==> src/design/fmsp_tone.sv <==
// constants package for the modem host serial port, and the fsk tone generator
// assumes one 125 MHz clock with a synchronous active-low reset
`default_nettype none

package fmsp_pkg;
  // clock and timing
  localparam longint CLK_HZ = 125000000;
  localparam int POR_WAIT_MS = 30;
  localparam int POR_WAIT_CYCLES = int'((longint'(POR_WAIT_MS) * CLK_HZ + 999) / 1000);
  // tone frequencies and phase accumulator
  localparam int ACC_W = 32;
  localparam longint TONE_MARK_HZ = 1200;
  localparam longint TONE_SPACE_HZ = 2200;
  localparam logic [31:0] INC_MARK = 32'((TONE_MARK_HZ << ACC_W) / CLK_HZ);
  localparam logic [31:0] INC_SPACE = 32'((TONE_SPACE_HZ << ACC_W) / CLK_HZ);
  // line levels
  localparam logic LINE_MARK = 1'h1;
  // synchroniser bit positions and reset pattern
  localparam int SY_SUPPLY = 0;
  localparam int SY_EXTCLK = 1;
  localparam int SY_CARRIER = 2;
  localparam int SY_TXD = 3;
  localparam int SY_RTS_N = 4;
  localparam int SY_DEMOD = 5;
  localparam int SY_W = 6;
  localparam logic [5:0] SY_RESET = 6'h38;
  // supervisor states
  typedef enum logic [2:0] {
    FMSP_HOLD = 3'h1,
    FMSP_WAIT = 3'h2,
    FMSP_RUN = 3'h4
  } fmsp_sup_t;
endpackage

////////////////////////////////////////////////////////////////////////////////

module fmsp_tone (
  // clock and reset
  input wire logic mclk_in,
  input wire logic nrst_in,
  // control
  input wire logic enable_in,
  input wire logic mark_in,
  // tone
  output logic tone_out
);
  logic [fmsp_pkg::ACC_W-1:0] acc;
  logic [fmsp_pkg::ACC_W-1:0] next_acc;
  logic next_tone;

  // phase accumulator, restarted at zero phase whenever idle
  always_comb begin
    next_acc = '0;
    next_tone = 1'h0;
    if (enable_in) begin
      next_acc = acc + (mark_in ? fmsp_pkg::INC_MARK : fmsp_pkg::INC_SPACE);
      next_tone = acc[fmsp_pkg::ACC_W-1];
    end
  end

  // registers
  always_ff @(posedge mclk_in) begin
    if (!nrst_in) begin
      acc <= '0;
      tone_out <= 1'h0;
    end else begin
      acc <= next_acc;
      tone_out <= next_tone;
    end
  end

  property p_tone_step;
    @(posedge mclk_in) disable iff (!nrst_in)
    enable_in |=> (acc == $past(acc) + ($past(mark_in) ? fmsp_pkg::INC_MARK
                                                        : fmsp_pkg::INC_SPACE));
  endproperty
  a_tone_step: assert property (p_tone_step) else $error("tone step wrong");

  property p_tone_idle;
    @(posedge mclk_in) disable iff (!nrst_in)
    !enable_in |=> (acc == '0) && !tone_out;
  endproperty
  a_tone_idle: assert property (p_tone_idle) else $error("tone not idle");
endmodule

`default_nettype wire

==> src/design/fmsp_top.sv <==
// modem host serial port: supervisor, clock select, carrier detect, serial path
// assumes pins pass through the synchroniser here; analog front end is outside
// Operation
// reset held low while supply is below threshold, then 30 ms wait.
// reset output only pulls low; external pull-up gives high level.
// modem clock is one of four permitted frequencies.
// external modem clock stays within one percent of nominal.
// supplied clock duty cycle stays between 35 and 65 percent.
// external clock selected shuts the internal oscillator down.
// carrier output high with signal above threshold, low otherwise; the code also holds it low unless the receive path is enabled.
// characters at 1200 baud, eleven bit times each.
// request-to-send high keeps transmitter off, no modulated output.
// host drives request-to-send low before the first data bit.
// no buffering; bits modulated and passed straight through.
// receive transitions may shift up to 12 percent of a bit.
// receiver samples mid-bit, tolerating 45 percent boundary shift.
// oversampling receiver may use a three-sample majority vote.
// receiver tolerates 35 percent shift even with perfect time base.
// half duplex: receive off while sending, transmit off while receiving.
// mark sent as 1200 Hz tone, space as 2200 Hz.
`default_nettype none

module fmsp_top #(
  parameter int POR_CYCLES = fmsp_pkg::POR_WAIT_CYCLES
) (
  // clock and reset
  input wire logic mclk_in,
  input wire logic nrst_in,
  // analog comparators and straps
  input wire logic supply_sense_input_in,
  input wire logic ext_clk_sel_in,
  input wire logic carrier_level_in,
  input wire logic demod_bit_in,
  // host serial pins
  input wire logic txd_in,
  input wire logic send_request_n_in,
  // supervisor open-drain reset
  output logic supervisor_reset_n_out,
  output logic supervisor_reset_n_oe_n_out,
  // status and path outputs
  output logic osc_enable_out,
  output logic carrier_present_out,
  output logic rxd_out,
  output logic tx_enable_out,
  output logic rx_enable_out,
  output logic tone_out
);
  localparam int CNT_W = $clog2(POR_CYCLES + 1);

  logic [fmsp_pkg::SY_W-1:0] sy1;
  logic [fmsp_pkg::SY_W-1:0] sy2;
  fmsp_pkg::fmsp_sup_t state;
  fmsp_pkg::fmsp_sup_t next_state;
  logic [CNT_W-1:0] cnt;
  logic [CNT_W-1:0] next_cnt;
  logic next_oe_n;
  logic next_osc;
  logic next_cd;
  logic next_rxd;
  logic next_tx;
  logic next_rx;
  logic supply_ok;
  logic rts_n;
  logic running;

  ////////////////////////////////////////////////////////////////////////////
  // two-flop synchroniser on every pin input
  always_ff @(posedge mclk_in) begin
    if (!nrst_in) begin
      sy1 <= fmsp_pkg::SY_RESET;
      sy2 <= fmsp_pkg::SY_RESET;
    end else begin
      sy1 <= {demod_bit_in, send_request_n_in, txd_in,
              carrier_level_in, ext_clk_sel_in, supply_sense_input_in};
      sy2 <= sy1;
    end
  end

  assign supply_ok = sy2[fmsp_pkg::SY_SUPPLY];
  assign rts_n = sy2[fmsp_pkg::SY_RTS_N];
  assign running = (state == fmsp_pkg::FMSP_RUN);

  ////////////////////////////////////////////////////////////////////////////
  // power supervisor
  always_comb begin
    next_state = state;
    next_cnt = '0;
    unique case (state)
      fmsp_pkg::FMSP_HOLD: begin
        if (supply_ok) begin
          next_state = fmsp_pkg::FMSP_WAIT;
        end
      end
      fmsp_pkg::FMSP_WAIT: begin
        next_cnt = cnt + CNT_W'(1);
        if (!supply_ok) begin
          next_state = fmsp_pkg::FMSP_HOLD;
          next_cnt = '0;
        end else if (cnt >= CNT_W'(POR_CYCLES - 1)) begin
          next_state = fmsp_pkg::FMSP_RUN;
          next_cnt = '0;
        end
      end
      fmsp_pkg::FMSP_RUN: begin
        if (!supply_ok) begin
          next_state = fmsp_pkg::FMSP_HOLD;
        end
      end
      default: begin
        next_state = fmsp_pkg::FMSP_HOLD;
      end
    endcase
    // drive the open-drain pin low unless released
    next_oe_n = (next_state == fmsp_pkg::FMSP_RUN);
  end

  always_ff @(posedge mclk_in) begin
    if (!nrst_in) begin
      state <= fmsp_pkg::FMSP_HOLD;
      cnt <= '0;
      supervisor_reset_n_oe_n_out <= 1'h0;
      supervisor_reset_n_out <= 1'h0;
    end else begin
      state <= next_state;
      cnt <= next_cnt;
      supervisor_reset_n_oe_n_out <= next_oe_n;
      supervisor_reset_n_out <= 1'h0;
    end
  end

  ////////////////////////////////////////////////////////////////////////////
  // half-duplex path control, carrier detect and clock source
  always_comb begin
    next_osc = !sy2[fmsp_pkg::SY_EXTCLK];
    next_tx = running && !rts_n;
    next_rx = running && rts_n;
    next_cd = next_rx && sy2[fmsp_pkg::SY_CARRIER];
    // straight pass-through, no framing or storage
    next_rxd = next_rx ? sy2[fmsp_pkg::SY_DEMOD] : fmsp_pkg::LINE_MARK;
  end

  always_ff @(posedge mclk_in) begin
    if (!nrst_in) begin
      osc_enable_out <= 1'h1;
      tx_enable_out <= 1'h0;
      rx_enable_out <= 1'h0;
      carrier_present_out <= 1'h0;
      rxd_out <= fmsp_pkg::LINE_MARK;
    end else begin
      osc_enable_out <= next_osc;
      tx_enable_out <= next_tx;
      rx_enable_out <= next_rx;
      carrier_present_out <= next_cd;
      rxd_out <= next_rxd;
    end
  end

  // modulator follows the host line bit by bit
  fmsp_tone u_tone (
    .mclk_in(mclk_in),
    .nrst_in(nrst_in),
    .enable_in(tx_enable_out),
    .mark_in(sy2[fmsp_pkg::SY_TXD]),
    .tone_out(tone_out)
  );

  ////////////////////////////////////////////////////////////////////////////
  // helper: run length of supply-above-threshold, saturating
  logic [CNT_W:0] hi_run;
  always_ff @(posedge mclk_in) begin
    if (!nrst_in || !supply_ok) begin
      hi_run <= '0;
    end else if (hi_run <= (CNT_W + 1)'(POR_CYCLES)) begin
      hi_run <= hi_run + (CNT_W + 1)'(1);
    end
  end

  property p_por_hold;
    @(posedge mclk_in) disable iff (!nrst_in)
    !supply_ok |=> !supervisor_reset_n_oe_n_out;
  endproperty
  a_por_hold: assert property (p_por_hold) else $error("reset not held");

  property p_por_wait;
    @(posedge mclk_in) disable iff (!nrst_in)
    $rose(supervisor_reset_n_oe_n_out) |-> $past(hi_run) >= (CNT_W + 1)'(POR_CYCLES);
  endproperty
  a_por_wait: assert property (p_por_wait) else $error("reset released early");

  property p_pull_low;
    @(posedge mclk_in) disable iff (!nrst_in)
    !supervisor_reset_n_oe_n_out |-> !supervisor_reset_n_out;
  endproperty
  a_pull_low: assert property (p_pull_low) else $error("pin driven high");

  property p_osc_off;
    @(posedge mclk_in) disable iff (!nrst_in)
    sy2[fmsp_pkg::SY_EXTCLK] |=> !osc_enable_out;
  endproperty
  a_osc_off: assert property (p_osc_off) else $error("oscillator left on");

  property p_cd_high;
    @(posedge mclk_in) disable iff (!nrst_in)
    running && rts_n && sy2[fmsp_pkg::SY_CARRIER] |=> carrier_present_out;
  endproperty
  a_cd_high: assert property (p_cd_high) else $error("carrier missed");

  property p_cd_low;
    @(posedge mclk_in) disable iff (!nrst_in)
    !sy2[fmsp_pkg::SY_CARRIER] |=> !carrier_present_out;
  endproperty
  a_cd_low: assert property (p_cd_low) else $error("carrier false");

  property p_rts_off;
    @(posedge mclk_in) disable iff (!nrst_in)
    rts_n |=> !tx_enable_out ##1 !tone_out;
  endproperty
  a_rts_off: assert property (p_rts_off) else $error("transmitting without request");

  property p_pass;
    @(posedge mclk_in) disable iff (!nrst_in)
    running && rts_n |=> rxd_out == $past(sy2[fmsp_pkg::SY_DEMOD]);
  endproperty
  a_pass: assert property (p_pass) else $error("receive bit not passed");

  property p_latency;
    @(posedge mclk_in) disable iff (!nrst_in)
    rx_enable_out && next_rx && $changed(sy2[fmsp_pkg::SY_DEMOD]) |=> $changed(rxd_out);
  endproperty
  a_latency: assert property (p_latency) else $error("receive edge delayed");

  property p_hdx;
    @(posedge mclk_in) disable iff (!nrst_in)
    tx_enable_out |-> !rx_enable_out && rxd_out && !carrier_present_out;
  endproperty
  a_hdx: assert property (p_hdx) else $error("both directions on");

  c_release: cover property (@(posedge mclk_in) disable iff (!nrst_in)
    $rose(supervisor_reset_n_oe_n_out));
  c_transmit: cover property (@(posedge mclk_in) disable iff (!nrst_in)
    tx_enable_out ##1 tone_out);
  c_receive: cover property (@(posedge mclk_in) disable iff (!nrst_in)
    carrier_present_out && $fell(rxd_out));
endmodule

`default_nettype wire

==> config.mk <==
export PLATFORM = sky130hd
export DESIGN_NAME = fmsp_top
export DESIGN_NICKNAME = d
export VERILOG_FILES = /design/src/design/fmsp_tone.sv /design/src/design/fmsp_top.sv
export SDC_FILE = /design/constraint.sdc
export NUM_CORES = 1
export LEC_CHECK = 0
export BUFFER_PORTS_ARGS = -buffer_cell sky130_fd_sc_hd__clkbuf_2
export CAP_MARGIN = 20
export CORE_ASPECT_RATIO = 0.8
export CORE_MARGIN = 2
export CORE_UTILIZATION = 54
export CTS_CLUSTER_SIZE = 20
export DETAILED_ROUTE_END_ITERATION = 6
export HOLD_SLACK_MARGIN = 0.08
export PLACE_DENSITY_LB_ADDON = 0.15
export SETUP_SLACK_MARGIN = 0.02
export SLEW_MARGIN = 20
export SYNTH_ARGS = -nofsm -noshare
export SYNTH_HDL_FRONTEND = slang
export SYNTH_SLANG_ARGS = --single-unit
export TNS_END_PERCENT = 50
==> constraint.sdc <==
create_clock -name mclk_in -period 2.4 [get_ports mclk_in]
set_clock_uncertainty 0.05 [all_clocks]
set_input_delay 0.72 -clock mclk_in [delete_from_list [all_inputs] [get_ports mclk_in]]
set_output_delay 0.72 -clock mclk_in [all_outputs]
set_load 0.01 [all_outputs]
; Word level (Yosys, flattened, before mapping)
; Cells that the tools add are included.
[word_totals]
wordCells = 36
inputBits = 8
register_bits = 76
output_inout_bits = 8
[op_classes]
bitwise = 3
n_reduce_logical = 8
add_sub_neg = 2
magnitude_cmp = 1
eq_ne = 4
mux = 6
[ops]
columns = cell, n
row1 = adder 32 bit, 1
row2 = "adder 22 x 1 -> 22 bit, second input constant", 1
row3 = "greater-or-equal comparator 22 bit, second input constant", 1
row4 = 2-to-1 mux 17 bit, 1
row5 = 2-to-1 mux 3 bit, 4
row6 = one-hot mux 3 bit (3 select lines), 1
row7 = "equality test 3 bit, second input constant", 2
row8 = AND reduction 2 bit, 2
row9 = OR reduction 4 bit, 1
row10 = "equality test 3 x 1 -> 1 bit, second input constant", 1
row11 = "equality test 3 x 2 -> 1 bit, second input constant", 1
row12 = logical AND 1 bit, 3
row13 = NOT 1 bit, 3
row14 = logical NOT 1 bit, 2

; Logic depth before layout (Yosys ltp)
[logic_depth]
word_depth = 5
mapped_depth = 9
mapped_depth_nobuf = 8

; Hierarchy
; From an unflattened synthesis, not the netlist that was laid out.
[unflattened]
hier_cells = 414
area_unflattened_um2 = 3676.0
[modules_own_cells]
columns = mod, cells_each, area_each_um2, n_inst, seq_area_each_um2
row1 = fmsp_tone, 234, 1973.1, 1, 660.6
row2 = fmsp_top, 180, 1702.9, 1, 860.8

; Worst setup path after synthesis
; No wires, ideal clock.
[synth_timing]
path_kind = reg-to-reg
startpoint = register sy2[3] (netlist name)
endpoint = register u_tone.acc[31] (netlist name)
arrival_ns = 2.102
path_stages_with_launch = 8
period_less_slack_ns = 2.273
t_required_ns = 2.229
setup_time_ns = 0.121
setup_slack_ns = 0.127
n_path_buf = 0
path_cell_list = dfxtp_1 inv_1 ha_1 nand4_4 o31ai_2 a2111oi_4 nor4_2 mux2_2
[synth_via]
elab_chain_len = 2
[synth_lines]
columns = element, line_no
row1 = from (decl), fmsp_top.sv:51  ; logic [fmsp_pkg::SY_W-1:0] sy2;
row2 = from (signal assigned), fmsp_top.sv:71  ; sy2 <= fmsp_pkg::SY_RESET;
row3 = from (signal assigned), fmsp_top.sv:75  ; sy2 <= sy1;
row4 = 2-to-1 mux 17 bit, fmsp_tone.sv:56  ; next_acc = acc + (mark_in ? fmsp_pkg::INC_MARK : fmsp_pkg::INC_SPACE);
row5 = adder 32 bit, fmsp_tone.sv:56
row6 = to (signal assigned), fmsp_tone.sv:67  ; acc <= next_acc;
row7 = to (decl), fmsp_tone.sv:47  ; logic [fmsp_pkg::ACC_W-1:0] acc;
; No other way between the ends.
; A chain may end at the register's enable or synchronous reset.

; Worst setup path in the final report
; Ends and elaborated chain as after synthesis.

==> flow_metrics.py <==
metrics = {
    "floorplanning": {
        "die_x_um": 91.1,
        "dieArea_um2": 6710,
        "core_area_um2": 5880,
        "num_io_pins": 16,
        "start_util": 0.557,
        "rows": 25,
        "die_h_um": 73.7,
    },
    "synthesis": {
        "avgSynthCellArea_um2": 9.23,
        "ys_seq_area_frac": 0.464,
        "syn_inst": 355,
        "synth.largest_area_cell": "dfxtp_1",
        "synth_area_um2": 3280,
        "ys_ff_latch": 76,
        "synth_fp_nets": 371,
        "synth_cell_types": 50,
        "synth_area_leaders": "dfxtp_1, nor2_1, xnor2_1",
        "yosysTopAreaCellShare": 0.464,
        "yosysWarnings": 0,
    },
    "routing": {
        "via_count": 2463,
        "firstDrtPassIters": 4,
        "drtAntennaViolNets": 0,
        "first_iter_violations": 119,
        "drc_errors": 0,
        "routedWlPerCell_um": 12.2,
        "routed_via_density": 5.15,
        "routed_wirelength_um": 5840,
    },
    "cells_and_area": {
        "regArea_um2": 1520,
        "fillers": 523,
        "area_growth_pct": 16.0,
        "finalNonFillerCells": 478,
        "drive_gt1_frac": 0.179,
        "num_antenna_cells": 0,
        "layout.nets": 408,
        "multiInputGateArea_um2": 1680,
    },
    "grt": {
        "grt_max_degree": 23,
        "grt_pass1_vias": 2295,
        "grt_usage": 0.189,
        "grt_pass1_wl_um": 9940,
        "antenna_found_initial": 0,
        "grt-ovfl-total": 0,
    },
    "timing": {
        "worst_slew_pin_slew_ns": 0.606,
        "finalHoldViolCount": 0,
        "max_freq_ghz": 0.450,
        "slew_viol_final": 0,
        "finalSetupViolations": 0,
        "fin_tns_setup_ns": 0,
        "fin_crit_sh": 0.926,
        "slew_headroom": 0.593,
        "grt_setup_unrepaired": "false",
        "finalWorstPathRequiredPeriod_ns": 2.22,
    },
    "clocking": {
        "cts_buffers": 9,
        "cts_tree": "built",
        "clkSinkCount": 76,
        "cts.clk_slew.worst_paths_ns": 0.08,
        "clockBufferDepth": 2,
        "root_buffer": "clkbuf_8",
        "insertion_delay_ns": 0.35,
        "cts_htree_levels": 3,
    },
    "min_path": {
        "hp-class": "flip-flop to flip-flop",
    },
    "setup_path": {
        "worst_setup_path_end_kind": "flip-flop",
        "crit_fanout": 6,
        "worstSetupStartpointType": "flip-flop",
        "required_ns": 2.59,
        "critPathArrivalTime_ns": 2.41,
        "crit_type": "flip-flop to flip-flop",
    },
    "outcome": {
        "status": "complete, no violations",
    },
    "placed_design": {
        "port_buffers": 14,
        "place_hpwl_um": 3880,
        "dp_cells": 457,
        "gp_congestion": 0.772,
    },
    "power": {
        "vdd_ir_drop_max_mv": 0.407,
        "power_leakage_uw": 0.00140,
        "powerDensity_nw_per_um2": 637,
    },
    "run": {
        "drv_cap": 0,
    },
}
==> where the power goes <==
part | internal, uW | switching [uW] | leakage (uW)
clock network | 605 | 505 | 0.000114
logic | 19.3 | 18.2 | 0.000670
registers | 1270 | 4.13 | 0.000615
==> registers in the layout, indices dropped and copies added, names as in the netlist <==
| signal | count |
|---|---|
| u_tone.tone_out | 1 |
| cnt | 22 |
| tx_enable_out | 1 |
| osc_enable_out | 1 |
| supervisor_reset_n_oe_n_out | 1 |
| rxd_out | 1 |
| rx_enable_out | 1 |
| sy1 | 6 |
| sy2 | 6 |
| carrier_present_out | 1 |
| u_tone.acc | 32 |
| state | 3 |
==> cells by family after synthesis <==
group	synth area share
adder cells (fa/ha/maj)	0.0305
other	0.00114
XOR/XNOR	0.104
multiplexers	0.00343
flip-flops	0.464
AO/OA/AOI/OAI	0.115
buffers and inverters	0.0301
AND/OR/NAND/NOR	0.252
==> layout by cell type (no fill, tap or decap), types with 2 or more instances in the layout <==
master      n
nor4_1      2
clkbuf_2   14
and3_1      9
nor2_1     52
nand3_1    11
nor3_1      6
clkbuf_8    9
ha_1        7
and2_1      9
a21oi_1    16
and4_1      2
xnor2_1    20
nand2b_1   11
dfxtp_1    75
o21ai_1     3
a21o_1      2
inv_8       2
xor2_1     19
a211oi_1    4
nand2_1    27
bufinv_16   2
or2_2       2
a31oi_1     3
or3_1       8
a41oi_1     3
nand4_1     6
buf_4      21
o21ai_0    12
nor4_4      2
inv_1      11
==> timing repair <==
item,4_1_cts,5_1_grt
pin swaps,1,1
setup buffers,3,2
setup endpoints to repair,6,11
hold buffers,0,0
resized for setup,2,3
hold endpoints to repair,0,0
==> synthesized netlist by cell type, drive strengths merged <==
cell	number
nand3	12
a21o	2
and2	9
o21ba	1
or3	8
or3b	1
ha	8
xor2	19
clkbuf	4
mux2	1
o21bai	1
nor3b	1
nor2	52
conb	1
xnor2	20
nor4	5
o31ai	2
or4	1
a2111oi	1
a211o	1
a21boi	1
a41oi	3
a211oi	5
or2	2
dfxtp	76
nand4	7
buf	5
o21ai	15
a31oi	3
nand2b	11
a41o	1
and3	10
a21oi	17
and4	2
nand2	27
o2111ai	1
nor3	6
nand3b	1
inv	12
==> metal layers <==
metal,GRT usage,vias to the layer above,part of all wire
met4,0.0791,0,0.017
met2,0.298,39,0.43
met5,0,-,0
li1,-,1290,-
met3,0.0656,9,0.040
met1,0.238,1125,0.51
==> final cells by class <==
type,count,area share
Clock buffer,9,0.0326
Clock inverter,7,0.0283
Inverter,12,0.0118
Multi-Input combinational cell,258,0.440
Sequential cell,76,0.400
Tap cell,81,0.0266
Timing Repair Buffer,35,0.0599
==> through the flow <==
step	area [um2]	setup slack (ns)	hold slack (ns)	total power [uW]	utilization
after detailed placement	3520	-0.0510	0.302	1340	0.598
after global placement	3520	0.0300	0.306	1340	0.598
after floorplan	3280	0.127	0.293	1330	-
after CTS	3780	0.0709	0.328	2460	0.643
final	3800	0.178	0.326	2420	0.647
after global routing	3800	0.0306	0.342	2520	0.647
==> worst max-delay path, cell delays in order (launching register included) <==
cell and delay, ns:
dfxtp_2 0.35, inv_2 0.07, ha_4 0.29, nand4_4 0.07, o31ai_2 0.24, buf_4 0.18
a2111oi_4 0.07, buf_4 0.18, nor4_2 0.23, mux2_2 0.37
==> worst paths after layout <==
kind / startpoint / end / slack [ns] / depth (start not counted)
setup / recovery: sy2[3] / u_tone.acc[31] / 0.18 / 9
hold / removal: sy2[1] / osc_enable_out / 0.33 / 1
setup reg to reg: sy2[3] / u_tone.acc[31] / 0.18 / 9
hold reg to reg: sy2[1] / osc_enable_out / 0.33 / 1
Note: power is estimated with default switching activity, not from simulation.
